## config.mk

```make
export PLATFORM = sky130hd
export DESIGN_NAME = ecp_host_engine
export DESIGN_NICKNAME = d
export VERILOG_FILES = /design/src/include/ecp_pkg.sv /design/src/logic/data_fifo.sv /design/src/logic/ecp_host_engine.sv /design/src/logic/in_filter.sv
export VERILOG_INCLUDE_DIRS = /design/src /design/src/include
export SDC_FILE = /design/constraint.sdc
export NUM_CORES = 1
export LEC_CHECK = 0
export ABC_CLOCK_PERIOD_IN_PS = 3100
export BUFFER_PORTS_ARGS = -buffer_cell sky130_fd_sc_hd__buf_2
export CAP_MARGIN = 20
export CORE_UTILIZATION = 26
export DETAILED_ROUTE_END_ITERATION = 10
export SLEW_MARGIN = 20
export SYNTH_ARGS = -nofsm -noshare
export SYNTH_HDL_FRONTEND = slang
export SYNTH_SLANG_ARGS = --single-unit
```

## constraint.sdc

```tcl
create_clock -name core_clk_in -period 3.1 [get_ports core_clk_in]
set_input_delay 0.155 -clock core_clk_in [delete_from_list [all_inputs] [get_ports core_clk_in]]
set_output_delay 0.155 -clock core_clk_in [all_outputs]
set_load 0.01 [all_outputs]
```

## src/include/ecp_defs.svh

```systemverilog
// Timing constants of the parallel port handshake engine
`ifndef ECP_DEFS_SVH
`define ECP_DEFS_SVH

`define ECP_CLK_NS       40
`define ECP_CYC_MIN(t)   ((((t) + `ECP_CLK_NS) - 1) / `ECP_CLK_NS)

`define ECP_SETUP_NS     600
`define ECP_STROBE_NS    600
`define ECP_HOLD_NS      450
`define ECP_GAP_NS       680
`define ECP_ACT_NS       80
`define ECP_FILT_NS      75

`define ECP_SETUP_CYC    `ECP_CYC_MIN(`ECP_SETUP_NS)
`define ECP_STROBE_CYC   `ECP_CYC_MIN(`ECP_STROBE_NS)
`define ECP_HOLD_CYC     `ECP_CYC_MIN(`ECP_HOLD_NS)
`define ECP_GAP_CYC      `ECP_CYC_MIN(`ECP_GAP_NS)
`define ECP_ACT_CYC      `ECP_CYC_MIN(`ECP_ACT_NS)
`define ECP_FILT_CYC     `ECP_CYC_MIN(`ECP_FILT_NS)

`define ECP_BUSY_RST     1'b0
`define ECP_PCLK_RST     1'b1

`endif

```

## src/include/ecp_pkg.sv

```systemverilog
// Types shared by the parallel port handshake engine
package ecp_pkg;

    typedef enum logic [1:0] {
        MODE_COMPAT_FIFO,
        MODE_ECP_FWD,
        MODE_ECP_REV
    } port_mode_t;

    typedef enum logic [2:0] {
        ST_IDLE,
        ST_SETUP,
        ST_STROBE,
        ST_HOLD,
        ST_FWD_BUSY,
        ST_FWD_DONE,
        ST_RIDLE,
        ST_RACK
    } eng_state_t;

endpackage

```

## src/logic/data_fifo.sv

```systemverilog
// Byte FIFO with registered read data
`timescale 1ns/1ps
module data_fifo #(
    parameter int WIDTH = 8,
    parameter int DEPTH = 8
) (
    input  wire logic             core_clk_in,
    input  wire logic             sys_rst_in,
    input  wire logic             in_valid_in,
    output logic                  in_ready_out,
    input  wire logic [WIDTH-1:0] in_data_in,
    output logic                  out_valid_out,
    input  wire logic             out_ready_in,
    output logic      [WIDTH-1:0] out_data_out,
    output logic                  empty_out
);

    localparam int AW = $clog2(DEPTH);

    if (DEPTH < 2 || (1 << AW) != DEPTH || WIDTH < 1) begin : g_chk
        $error("data_fifo: DEPTH must be a power of two of at least 2");
    end

    logic [WIDTH-1:0] mem [DEPTH];
    logic [AW-1:0]    wr_ptr_q, wr_ptr_d, rd_ptr_q, rd_ptr_d;
    logic [AW:0]      count_q, count_d;
    logic             full_q, full_d, ov_q, ov_d;
    logic [WIDTH-1:0] od_q, od_d;
    logic             wr, ld;

    always_comb begin
        wr       = in_valid_in && !full_q;
        ld       = (count_q != '0) && (!ov_q || out_ready_in);
        wr_ptr_d = wr ? wr_ptr_q + AW'(1) : wr_ptr_q;
        rd_ptr_d = ld ? rd_ptr_q + AW'(1) : rd_ptr_q;
        count_d  = count_q + (AW+1)'(wr) - (AW+1)'(ld);
        full_d   = (count_d == (AW+1)'(DEPTH));
        od_d     = ld ? mem[rd_ptr_q] : od_q;
        ov_d     = ld ? 1'b1 : (out_ready_in ? 1'b0 : ov_q);
    end

    always_ff @(posedge core_clk_in) begin
        if (wr) begin
            mem[wr_ptr_q] <= in_data_in;
        end
    end

    always_ff @(posedge core_clk_in) begin
        if (sys_rst_in) begin
            wr_ptr_q <= '0;
            rd_ptr_q <= '0;
            count_q  <= '0;
            full_q   <= 1'b0;
            ov_q     <= 1'b0;
            od_q     <= '0;
        end else begin
            wr_ptr_q <= wr_ptr_d;
            rd_ptr_q <= rd_ptr_d;
            count_q  <= count_d;
            full_q   <= full_d;
            ov_q     <= ov_d;
            od_q     <= od_d;
        end
    end

    assign in_ready_out  = !full_q;
    assign out_valid_out = ov_q;
    assign out_data_out  = od_q;
    assign empty_out     = !ov_q && (count_q == '0);

endmodule

```

## src/logic/ecp_host_engine.sv

```systemverilog
// Host handshake engine of the extended-capabilities parallel port
`timescale 1ns/1ps
`include "ecp_defs.svh"
module ecp_host_engine #(
    parameter int DATA_W     = 8,
    parameter int FIFO_DEPTH = 8
) (
    input  wire logic               core_clk_in,
    input  wire logic               sys_rst_in,
    input  wire ecp_pkg::port_mode_t mode_in,
    input  wire logic [DATA_W-1:0]  tx_data_in,
    input  wire logic               tx_valid_in,
    output logic                    tx_ready_out,
    output logic      [DATA_W-1:0]  rx_data_out,
    output logic                    rx_valid_out,
    input  wire logic               rx_ready_in,
    input  wire logic               tc_in,
    input  wire logic               busy_in,
    input  wire logic               periph_clock_line_in,
    input  wire logic [DATA_W-1:0]  port_data_in,
    output logic      [DATA_W-1:0]  port_data_out,
    output logic                    port_data_oe_out,
    output logic                    host_strobe_out,
    output logic                    host_strobe_oe_out,
    output logic                    host_ack_line_out,
    output logic                    host_ack_line_oe_out
);
    import ecp_pkg::*;

    if (DATA_W != 8 || FIFO_DEPTH < 2) begin : g_chk
        $error("ecp_host_engine: port is one byte wide and needs a FIFO");
    end

    localparam logic [4:0] SETUP_LAST  = 5'(`ECP_SETUP_CYC - 1);
    localparam logic [4:0] STROBE_LAST = 5'(`ECP_STROBE_CYC - 1);
    localparam logic [4:0] HOLD_LAST   = 5'(`ECP_HOLD_CYC - 1);
    localparam logic [4:0] GAP_MIN     = 5'(`ECP_GAP_CYC);
    localparam logic [4:0] ACT_MIN     = 5'(`ECP_ACT_CYC);
    localparam logic [4:0] ACT_LAST    = 5'(`ECP_ACT_CYC - 1);

    logic              busy_f, pclk_f;
    logic [DATA_W-1:0] pd_meta_q, pd_sync_q;
    eng_state_t        state_q, state_d;
    port_mode_t        mode_q, mode_d;
    logic [4:0]        cnt_q, cnt_d, gap_q, gap_d;
    logic [4:0]        low_run_q, low_run_d;
    logic [DATA_W-1:0] data_q, data_d;
    logic              strobe_q, strobe_d, ack_q, ack_d;
    logic              drv_pp_q, drv_pp_d, data_oe_q, data_oe_d;
    logic              st_pin_q, st_pin_d, st_oe_q, st_oe_d;
    logic              ak_pin_q, ak_pin_d, ak_oe_q, ak_oe_d;
    logic              pop, cap, rev;
    logic              f_in_valid, f_in_ready, f_out_valid, f_out_ready, f_empty;
    logic [DATA_W-1:0] f_in_data, f_out_data;

    in_filter #(.STABLE(`ECP_FILT_CYC), .RST_VAL(`ECP_BUSY_RST)) u_busy_filt (
        .core_clk_in (core_clk_in),
        .sys_rst_in  (sys_rst_in),
        .raw_in      (busy_in),
        .level_out   (busy_f)
    );

    in_filter #(.STABLE(`ECP_FILT_CYC), .RST_VAL(`ECP_PCLK_RST)) u_pclk_filt (
        .core_clk_in (core_clk_in),
        .sys_rst_in  (sys_rst_in),
        .raw_in      (periph_clock_line_in),
        .level_out   (pclk_f)
    );

    // One FIFO serves whichever direction is active
    assign rev         = (mode_q == MODE_ECP_REV);
    assign f_in_valid  = rev ? cap : tx_valid_in;
    assign f_in_data   = rev ? pd_sync_q : tx_data_in;
    assign f_out_ready = rev ? rx_ready_in : pop;

    data_fifo #(.WIDTH(DATA_W), .DEPTH(FIFO_DEPTH)) u_fifo (
        .core_clk_in   (core_clk_in),
        .sys_rst_in    (sys_rst_in),
        .in_valid_in   (f_in_valid),
        .in_ready_out  (f_in_ready),
        .in_data_in    (f_in_data),
        .out_valid_out (f_out_valid),
        .out_ready_in  (f_out_ready),
        .out_data_out  (f_out_data),
        .empty_out     (f_empty)
    );

    // Handshake sequencer
    always_comb begin
        state_d = state_q;
        mode_d  = mode_q;
        cnt_d   = cnt_q;
        data_d  = data_q;
        strobe_d = strobe_q;
        ack_d   = ack_q;
        pop     = 1'b0;
        cap     = 1'b0;
        gap_d   = busy_f ? 5'h0 : ((gap_q == 5'h1f) ? gap_q : gap_q + 5'h1);
        // Length of the current strobe low run, saturating
        low_run_d = strobe_q ? 5'h0 : ((low_run_q == 5'h1f) ? low_run_q : low_run_q + 5'h1);
        case (state_q)
            ST_IDLE: begin
                strobe_d = 1'b1;
                ack_d    = 1'b1;
                cnt_d    = 5'h0;
                if (rev) begin
                    ack_d   = 1'b0;
                    state_d = ST_RIDLE;
                end else if (f_out_valid && mode_q == MODE_COMPAT_FIFO) begin
                    pop     = 1'b1;
                    data_d  = f_out_data;
                    state_d = ST_SETUP;
                end else if (f_out_valid && !busy_f && gap_q >= ACT_MIN) begin
                    pop      = 1'b1;
                    data_d   = f_out_data;
                    strobe_d = 1'b0;
                    state_d  = ST_FWD_BUSY;
                end else if (f_empty && strobe_q) begin
                    mode_d = mode_in;
                end
            end
            ST_SETUP: begin
                if (cnt_q >= SETUP_LAST && gap_q >= GAP_MIN) begin
                    strobe_d = 1'b0;
                    cnt_d    = 5'h0;
                    state_d  = ST_STROBE;
                end else if (cnt_q < SETUP_LAST) begin
                    cnt_d = cnt_q + 5'h1;
                end
            end
            ST_STROBE: begin
                if (cnt_q >= STROBE_LAST) begin
                    strobe_d = 1'b1;
                    cnt_d    = 5'h0;
                    state_d  = ST_HOLD;
                end else begin
                    cnt_d = cnt_q + 5'h1;
                end
            end
            ST_HOLD: begin
                if (cnt_q >= HOLD_LAST && !busy_f) begin
                    state_d = ST_IDLE;
                end else if (cnt_q < HOLD_LAST) begin
                    cnt_d = cnt_q + 5'h1;
                end
            end
            ST_FWD_BUSY: begin
                if (!busy_f) begin
                    cnt_d = 5'h0;
                end else if (cnt_q >= ACT_LAST) begin
                    strobe_d = 1'b1;
                    state_d  = ST_FWD_DONE;
                end else begin
                    cnt_d = cnt_q + 5'h1;
                end
            end
            ST_FWD_DONE: begin
                if (!busy_f) begin
                    state_d = ST_IDLE;
                end
            end
            ST_RIDLE: begin
                ack_d = 1'b0;
                if (!rev) begin
                    state_d = ST_IDLE;
                end else if (!pclk_f && f_in_ready && !tc_in) begin
                    if (cnt_q >= ACT_LAST) begin
                        ack_d   = 1'b1;
                        cap     = 1'b1;
                        cnt_d   = 5'h0;
                        state_d = ST_RACK;
                    end else begin
                        cnt_d = cnt_q + 5'h1;
                    end
                end else begin
                    cnt_d = 5'h0;
                    if (pclk_f && f_empty) begin
                        mode_d = mode_in;
                    end
                end
            end
            ST_RACK: begin
                if (!pclk_f) begin
                    cnt_d = 5'h0;
                end else if (cnt_q >= ACT_LAST) begin
                    ack_d   = 1'b0;
                    cnt_d   = 5'h0;
                    state_d = ST_RIDLE;
                end else begin
                    cnt_d = cnt_q + 5'h1;
                end
            end
            default: begin
                state_d = ST_IDLE;
            end
        endcase
    end

    // Pin drivers: type changes only while both control lines rest high
    always_comb begin
        drv_pp_d  = (strobe_q && ack_q) ? (mode_q != MODE_COMPAT_FIFO) : drv_pp_q;
        data_oe_d = !rev;
        st_oe_d   = drv_pp_d || !strobe_d;
        st_pin_d  = drv_pp_d && strobe_d;
        ak_oe_d   = drv_pp_d || !ack_d;
        ak_pin_d  = drv_pp_d && ack_d;
    end

    always_ff @(posedge core_clk_in) begin
        if (sys_rst_in) begin
            pd_meta_q <= '0;
            pd_sync_q <= '0;
            state_q   <= ST_IDLE;
            mode_q    <= MODE_COMPAT_FIFO;
            cnt_q     <= 5'h0;
            gap_q     <= 5'h0;
            low_run_q <= 5'h0;
            data_q    <= '0;
            strobe_q  <= 1'b1;
            ack_q     <= 1'b1;
            drv_pp_q  <= 1'b0;
            data_oe_q <= 1'b0;
            st_pin_q  <= 1'b0;
            st_oe_q   <= 1'b0;
            ak_pin_q  <= 1'b0;
            ak_oe_q   <= 1'b0;
        end else begin
            pd_meta_q <= port_data_in;
            pd_sync_q <= pd_meta_q;
            state_q   <= state_d;
            mode_q    <= mode_d;
            cnt_q     <= cnt_d;
            gap_q     <= gap_d;
            low_run_q <= low_run_d;
            data_q    <= data_d;
            strobe_q  <= strobe_d;
            ack_q     <= ack_d;
            drv_pp_q  <= drv_pp_d;
            data_oe_q <= data_oe_d;
            st_pin_q  <= st_pin_d;
            st_oe_q   <= st_oe_d;
            ak_pin_q  <= ak_pin_d;
            ak_oe_q   <= ak_oe_d;
        end
    end

    assign tx_ready_out         = f_in_ready && !rev;
    assign rx_valid_out         = f_out_valid && rev;
    assign rx_data_out          = f_out_data;
    assign port_data_out        = data_q;
    assign port_data_oe_out     = data_oe_q;
    assign host_strobe_out      = st_pin_q;
    assign host_strobe_oe_out   = st_oe_q;
    assign host_ack_line_out    = ak_pin_q;
    assign host_ack_line_oe_out = ak_oe_q;
endmodule

```

## src/logic/in_filter.sv

```systemverilog
// Pin synchroniser with stability filter
`timescale 1ns/1ps
module in_filter #(
    parameter int         STABLE  = 2,
    parameter logic       RST_VAL = 1'b0
) (
    input  wire logic core_clk_in,
    input  wire logic sys_rst_in,
    input  wire logic raw_in,
    output logic      level_out
);

    if (STABLE < 1 || STABLE > 7) begin : g_chk
        $error("in_filter: STABLE out of range");
    end

    logic       meta_q, sync_q, last_q, level_q;
    logic       level_d;
    logic [2:0] cnt_q, cnt_d;
    localparam logic [2:0] CNT_LAST = 3'(STABLE - 1);

    // Counter restarts on every change of the synchronised input
    always_comb begin
        level_d = level_q;
        cnt_d   = 3'h0;
        if (sync_q == last_q && sync_q != level_q) begin
            if (cnt_q == CNT_LAST) begin
                level_d = sync_q;
            end else begin
                cnt_d = cnt_q + 3'h1;
            end
        end
    end

    always_ff @(posedge core_clk_in) begin
        if (sys_rst_in) begin
            meta_q  <= RST_VAL;
            sync_q  <= RST_VAL;
            last_q  <= RST_VAL;
            level_q <= RST_VAL;
            cnt_q   <= 3'h0;
        end else begin
            meta_q  <= raw_in;
            sync_q  <= meta_q;
            last_q  <= sync_q;
            level_q <= level_d;
            cnt_q   <= cnt_d;
        end
    end

    assign level_out = level_q;
endmodule

```

## Yosys cells after proc, flatten, opt, wreduce, memory -nomap -nowiden

Memories as Yosys holds them, arrays and structs flattened. A register that Yosys moved wholly into a read port is not among the register bits.
Index checks and enable logic that the tools add are counted.

| word-level totals | value |
|---|---|
| word-level logic and storage cells | 199 |
| output and inout port bits | 23 |
| flip-flop bits (word level) | 73 |
| bits in writable memories | 64 |
| input port bits | 25 |
| memories kept | 1 |

Memory list:

| name | depth | width | read ports | clocked after Yosys merged registers in | write ports | RTL line | source |
|---|---|---|---|---|---|---|---|
| u_fifo.mem | 8 | 8 | 1 | 1 | 1 | data_fifo.sv:24 | `logic [WIDTH-1:0] mem [DEPTH];` |

| operators by class | value |
|---|---|
| multiplexer cells | 64 |
| $lt $le $gt $ge | 7 |
| bitwise operators | 3 |
| equality and inequality tests | 38 |
| reductions and logical operators | 48 |
| add/sub/neg operators | 8 |

Operators with widths:

| kind | number |
|---|---|
| 5-bit two-way mux | 11 |
| 3-bit two-way mux | 14 |
| 5-bit one-hot mux with 7 select lines | 1 |
| 2-bit != test (second input constant) | 15 |
| 1-bit two-way mux | 24 |
| 8-bit two-way mux | 3 |
| 3-bit one-hot mux with 8 select lines | 1 |
| 1-bit logical AND | 19 |
| 2-bit two-way mux | 7 |
| 3-bit by 1-bit adder with 3-bit output (second input constant) | 4 |
| 3-bit == test (second input constant) | 4 |
| 3-bit != test (second input constant) | 4 |
| 11-bit AND reduction | 1 |
| 5-bit by 1-bit adder with 5-bit output (second input constant) | 2 |
| 5-bit by 4-bit >= comparator with 1-bit output (second input constant) | 2 |
| 5-bit by 4-bit < comparator with 1-bit output (second input constant) | 2 |
| 3-bit by 1-bit == test with 1-bit output (second input constant) | 3 |
| 1-bit logical NOT | 8 |
| 8-bit AND reduction | 1 |
| 2-bit nonzero test | 4 |
| 7-bit nonzero test | 1 |
| 3-bit by 2-bit == test with 1-bit output (second input constant) | 2 |
| 6-bit AND reduction | 1 |
| 3-bit OR reduction | 2 |
| other kinds (24) | 32 |

## Logic depth before layout (Yosys ltp)

| logic depth | value |
|---|---|
| depth in word-level cells | 11 |
| mapped depth | 14 |
| gate-level depth less buffers | 13 |

## By module

Synthesis repeated with hierarchy kept, for this count alone.

| unflattened totals | value |
|---|---|
| cells, all modules | 549 |
| area, all modules | 6276.0 µm² |

By module, submodules not included:

| module | cells an instance | times used | sequential area each (µm²) | area each (µm²) |
|---|---|---|---|---|
| data_fifo | 215 | 1 | 2322.2 | 3347.0 |
| ecp_host_engine | 285 | 1 | 940.9 | 2407.3 |
| in_filter at u_busy_filt | 25 | 1 | 140.1 | 261.5 |
| in_filter at u_pclk_filt | 24 | 1 | 140.1 | 260.2 |

## Worst setup path after synthesis

Ideal clock, no wire load.

| timing | value |
|---|---|
| path type | flip-flop to flip-flop |
| start point | reg gap_q[1] |
| end point | reg u_fifo.full_q |
| stages on the path, launching flop included | 12 |
| data arrival time | 2564 ps |
| slack | 419 ps |
| path buffers | 1 |
| clock period less this slack | 2681 ps |
| library setup time | 117 ps |
| data required time | 2983 ps |
| path through | dfxtp_1 or3_4 o311ai_1 a21oi_1 buf_2 ha_1 inv_1 ha_1 inv_1 fa_1 xor2_1 and4b_1 |

| on the way | value |
|---|---|
| cells in the longest elaborated chain, start to end | 10 |

Ends and longest elaborated chain:

| element | RTL line | source |
|---|---|---|
| start: declaration | ecp_host_engine.sv:45 | `logic [4:0] cnt_q, cnt_d, gap_q, gap_d;` |
| start signal: assignment | ecp_host_engine.sv:233 | `gap_q <= gap_d;` |
| 5-bit by 2-bit >= comparator with 1-bit output | ecp_host_engine.sv:113 | `end else if (f_out_valid && !busy_f && gap_q >= ACT_MIN) begin` |
| 1-bit logical AND | ecp_host_engine.sv:113 |  |
| 1-bit two-way mux | ecp_host_engine.sv:113 |  |
| 1-bit two-way mux | ecp_host_engine.sv:109 | `end else if (f_out_valid && mode_q == MODE_COMPAT_FIFO) begin` |
| 1-bit two-way mux | ecp_host_engine.sv:101 | `case (state_q)` |
| 1-bit two-way mux | ecp_host_engine.sv:74 | `assign f_out_ready = rev ? rx_ready_in : pop;` |
| 1-bit logical OR | data_fifo.sv:33 | `ld = (count_q != '0) && (!ov_q \|\| out_ready_in);` |
| 1-bit logical AND | data_fifo.sv:33 |  |
| net u_fifo.ld | data_fifo.sv:29 | `logic wr, ld;` |
| 4-bit by 1-bit subtractor with 4-bit output | data_fifo.sv:36 | `count_d = count_q + (AW+1)'(wr) - (AW+1)'(ld);` |
| 4-bit == test | data_fifo.sv:37 | `full_d = (count_d == (AW+1)'(DEPTH));` |
| end signal: assignment | data_fifo.sv:60 | `full_q <= full_d;` |
| end: declaration | data_fifo.sv:27 | `logic full_q, full_d, ov_q, ov_d;` |

The timed path passes the listed nets, and every way through them passes these cells.
A chain may end at the register's enable or synchronous reset.

## Worst setup path in the final report

| timing | value |
|---|---|
| start point | reg gap_q[0] |
| end point | reg u_fifo.full_q |

| on the way | value |
|---|---|
| cells in the longest elaborated chain, start to end | 10 |

Ends and longest elaborated chain:

| element | RTL line |
|---|---|
| 5-bit by 2-bit >= comparator with 1-bit output | ecp_host_engine.sv:113 |
| 1-bit logical AND | ecp_host_engine.sv:113 |
| 1-bit two-way mux | ecp_host_engine.sv:113 |
| 1-bit two-way mux | ecp_host_engine.sv:109 |
| 1-bit two-way mux | ecp_host_engine.sv:101 |
| 1-bit two-way mux | ecp_host_engine.sv:74 |
| 1-bit logical OR | data_fifo.sv:33 |
| 1-bit logical AND | data_fifo.sv:33 |
| 4-bit by 1-bit subtractor with 4-bit output | data_fifo.sv:36 |
| 4-bit == test | data_fifo.sv:37 |

Every way passes these cells.

==> flow_results.xml <==
<?xml version="1.0" encoding="UTF-8"?>
<metrics>
  <group name="status">
    <metric name="run_status" unit="">finished clean</metric>
  </group>
  <group name="yosys">
    <metric name="synthFlopType" unit="">sky130_fd_sc_hd__dfxtp_1</metric>
    <metric name="synth-warning-count" unit="">0</metric>
    <metric name="syn_inst" unit="">509</metric>
    <metric name="synthArstFlopShare" unit="%">0</metric>
    <metric name="postSynthRegisterBits" unit="">145</metric>
    <metric name="synth_edf_count" unit="">64</metric>
    <metric name="netlist_top_cells_count" unit="">sky130_fd_sc_hd__dfxtp_1 (81), sky130_fd_sc_hd__edfxtp_1 (64), sky130_fd_sc_hd__nor2_1 (62)</metric>
    <metric name="synth-seq-area-share" unit="%">57.4</metric>
    <metric name="synthesis.area" unit="um2">6170</metric>
    <metric name="synthesized_net_count" unit="">553</metric>
    <metric name="netlist-cell-type-count" unit="">70</metric>
    <metric name="synth.largest_area_cell" unit="">sky130_fd_sc_hd__edfxtp_1</metric>
    <metric name="synth_most_common_cell" unit="">sky130_fd_sc_hd__dfxtp_1</metric>
    <metric name="synth.top_cell.area_share" unit="%">31.1</metric>
    <metric name="post_synth_main_area_contributors" unit="">sky130_fd_sc_hd__edfxtp_1 (31%), sky130_fd_sc_hd__dfxtp_1 (26%), sky130_fd_sc_hd__mux4_2 (5.8%), sky130_fd_sc_hd__nor2_1 (3.8%), sky130_fd_sc_hd__ha_1 (3.6%)</metric>
    <metric name="synthesis.area_per_instance" unit="um2">12.1</metric>
  </group>
  <group name="clock_network">
    <metric name="cts_post_setup_buffers_inserted" unit="">0</metric>
    <metric name="clock_tree.buffer_depth" unit="">2</metric>
    <metric name="cts.sink_count" unit="">145</metric>
    <metric name="ctsRootBufferMaster" unit="">sky130_fd_sc_hd__clkbuf_16</metric>
    <metric name="cts_hold_buf" unit="">12</metric>
    <metric name="htreeDepth" unit="">4</metric>
    <metric name="numCtsBuffers" unit="">17</metric>
    <metric name="cts.clk_slew.worst_paths" unit="ns">0.06</metric>
    <metric name="post_cts.resized_instances" unit="">0</metric>
    <metric name="cts_tree" unit="">yes</metric>
    <metric name="insertion_delay" unit="ns">0.42</metric>
  </group>
  <group name="timing">
    <metric name="rsz0062_at_grt" unit="">no</metric>
    <metric name="final_total_negative_setup_slack" unit="ns">0</metric>
    <metric name="hold_viol" unit="">0</metric>
    <metric name="timing.final.crit_share" unit="%">86.7</metric>
    <metric name="postLayoutSetupSlackWorst" unit="ns">0.414</metric>
    <metric name="skew" unit="ns">0.00929</metric>
    <metric name="timing.slew.headroom" unit="%">45.4</metric>
    <metric name="setup_viol" unit="">0</metric>
    <metric name="layout_min_cycle_time" unit="ns">2.69</metric>
    <metric name="fmax" unit="MHz">372</metric>
    <metric name="worstMarginPinSlew" unit="ns">0.819</metric>
    <metric name="report.final.slew_viol_count" unit="">0</metric>
    <metric name="hold_worst_slack" unit="ns">0.115</metric>
  </group>
  <group name="global_route">
    <metric name="first_global_vias" unit="">3776</metric>
    <metric name="use_met2" unit="%">16.3</metric>
    <metric name="grt_overflow_total" unit="">0</metric>
    <metric name="grt.busiest_layer" unit="">met2</metric>
    <metric name="wire_length_of_the_first_global_routing_pass" unit="um">20100</metric>
    <metric name="grt_max_degree" unit="">53</metric>
    <metric name="grtUsageMet3" unit="%">2.83</metric>
    <metric name="groute.layer.met1.usage" unit="%">14.8</metric>
    <metric name="globalRouteTotalUtil" unit="%">10.9</metric>
    <metric name="antenna_found_initial" unit="">0</metric>
  </group>
  <group name="final_layout">
    <metric name="layout.nets" unit="">616</metric>
    <metric name="final_design_area_no_fill" unit="um2">7480</metric>
    <metric name="antenna_diode_count" unit="">0</metric>
    <metric name="filler_cell_count" unit="">2385</metric>
    <metric name="area.growth.synth_to_final" unit="%">21.1</metric>
    <metric name="drive_gt1_share" unit="%">22.1</metric>
  </group>
  <group name="pwr">
    <metric name="pwr_density_cell" unit="nW/um2">858</metric>
    <metric name="post-layout-total-power" unit="mW">6.41</metric>
    <metric name="vdd_ir_drop_max" unit="V">0.000323</metric>
    <metric name="leakagePower" unit="nW">2.79</metric>
  </group>
  <group name="critical_path">
    <metric name="critPathRequiredTime" unit="ns">3.40</metric>
    <metric name="worst-setup-path-type" unit="">flip-flop to flip-flop</metric>
    <metric name="critical_path_fanouts_max" unit="">6</metric>
    <metric name="cp-end-kind" unit="">flip-flop</metric>
    <metric name="r2r.worst_path.cells" unit="">11</metric>
    <metric name="startpoint_types" unit="">flip-flop</metric>
    <metric name="crit_arrival" unit="ns">2.99</metric>
  </group>
  <group name="detailed_routing">
    <metric name="detailedRoute.firstIterationViolations" unit="">213</metric>
    <metric name="average_via_count_per_standard_cell" unit="">4.32</metric>
    <metric name="firstDrtPassIters" unit="">4</metric>
    <metric name="routed_wirelength" unit="um">12400</metric>
    <metric name="route.detailed.wl_per_inst" unit="um">13.7</metric>
    <metric name="ant_nets" unit="">0</metric>
    <metric name="vias" unit="">3903</metric>
    <metric name="drcViolationCount" unit="">0</metric>
  </group>
  <group name="placement">
    <metric name="hpwl_after_detailed_placement" unit="um">8230</metric>
    <metric name="count_of_input_and_output_buffers" unit="">47</metric>
    <metric name="detailed_place.area" unit="um2">6780</metric>
    <metric name="dp_worst_setup_slack" unit="ns">0.396</metric>
    <metric name="gp_congestion" unit="">0.847</metric>
  </group>
  <group name="hold_path">
    <metric name="worst_hold_path.num_cells" unit="">2</metric>
    <metric name="min_path_type" unit="">input port to flip-flop</metric>
  </group>
  <group name="flow_run">
    <metric name="drv.max_cap_violation_count" unit="">0</metric>
  </group>
  <group name="die">
    <metric name="initial_core_util" unit="%">26.4</metric>
    <metric name="horizontal_die_dimension" unit="um">156</metric>
    <metric name="pin_count" unit="">48</metric>
    <metric name="rows" unit="">56</metric>
    <metric name="fp.dieArea" unit="um2">24400</metric>
    <metric name="floorplan.die.height" unit="um">156</metric>
    <metric name="fp.coreArea" unit="um2">23400</metric>
  </group>
</metrics>
## layout by cell type, fill, tap and decap left out, types with 11 or more instances in the layout
cell / netlist / routed
sky130_fd_sc_hd__dfxtp_1: 81 / 81
sky130_fd_sc_hd__buf_2: 7 / 47
sky130_fd_sc_hd__nor2b_1: 27 / 26
sky130_fd_sc_hd__clkbuf_16: 0 / 17
sky130_fd_sc_hd__nor2_1: 62 / 62
sky130_fd_sc_hd__mux2i_1: 22 / 22
sky130_fd_sc_hd__o21ai_0: 11 / 11
sky130_fd_sc_hd__ha_1: 18 / 18
sky130_fd_sc_hd__dlygate4sd3_1: 0 / 12
sky130_fd_sc_hd__inv_1: 21 / 21
sky130_fd_sc_hd__mux4_2: 16 / 16
sky130_fd_sc_hd__nand2_1: 22 / 22
sky130_fd_sc_hd__a21oi_1: 17 / 17
sky130_fd_sc_hd__edfxtp_1: 64 / 64
sky130_fd_sc_hd__buf_4: 1 / 12
## layer usage
layer | vias to the layer above | routed length, um
met5 | - | 0
met3 | 13 | 455
met1 | 1854 | 6180
met4 | 0 | 167
li1 | 1967 | -
met2 | 69 | 5570
## logic make-up (layout without fill, tap and decap cells)
kind of cell | count (synthesis) | count (layout) | synth area share [%]
AND/OR/NAND/NOR | 162 | 162 | 13.5
flip-flops | 145 | 145 | 57.4
AO/OA/AOI/OAI | 77 | 77 | 9.28
buffers and inverters | 49 | 125 | 3.30
multiplexers | 47 | 47 | 11.1
adder cells (fa/ha/maj) | 19 | 19 | 3.97
XOR/XNOR | 10 | 10 | 1.42
## final timing paths
| kind | from | end | slack [ns] |
|---|---|---|---|
| worst max-delay path | gap_q[0] | u_fifo.full_q | 0.41 |
| worst min-delay path | sys_rst_in | port_data_out[7] | 0.11 |
| worst max register to register | gap_q[0] | u_fifo.full_q | 0.41 |
| worst min register to register | u_pclk_filt.meta_q | u_pclk_filt.sync_q | 0.41 |
## metrics by stage
| step | util [%] | std cells |
|---|---|---|
| floorplan | - | 509 |
| global placement | 29.0 | 860 |
| detailed placement | 29.0 | 860 |
| CTS | 32.0 | 904 |
| global route | 32.0 | 904 |
| finish | 32.0 | 904 |
## flip-flops by register name, indices dropped and copies added, names as in the netlist, 2 cells and up
name                 cells
u_fifo.mem              64
pd_meta_q                8
pd_sync_q                8
port_data_out            8
u_fifo.out_data_out      8
cnt_q                    5
gap_q                    5
u_fifo.count_q           4
state_q                  3
u_busy_filt.cnt_q        3
u_fifo.rd_ptr_q          3
u_fifo.wr_ptr_q          3
u_pclk_filt.cnt_q        3
mode_q                   2
## layout make-up
class	count	area, um2	area share [%]
timing repair buffer	71	445	5.96
tap	319	399	5.34
multi-input combinational	315	2430	32.5
sequential	145	3540	47.4
clock inverter	13	135	1.81
clock buffer	19	443	5.92
inverter	22	82.6	1.10
## critical path, cell delays in order, from the launching register on
cell	delay [ns]
sky130_fd_sc_hd__dfxtp_1	0.47
sky130_fd_sc_hd__inv_1	0.09
sky130_fd_sc_hd__ha_1	0.22
sky130_fd_sc_hd__o311ai_1	0.35
sky130_fd_sc_hd__a21oi_1	0.14
sky130_fd_sc_hd__ha_1	0.31
sky130_fd_sc_hd__inv_1	0.05
sky130_fd_sc_hd__ha_1	0.15
sky130_fd_sc_hd__inv_1	0.05
sky130_fd_sc_hd__fa_1	0.37
sky130_fd_sc_hd__xor2_1	0.18
sky130_fd_sc_hd__and4b_1	0.19
## power by group
group | total, mW | switching (mW) | internal [mW] | leakage, nW
clock network | 2.02 | 0.816 | 1.20 | 0.273
logic | 1.89 | 1.02 | 0.869 | 1.27
registers | 2.50 | 0.195 | 2.31 | 1.25
Power figures use the tool's default switching activity.
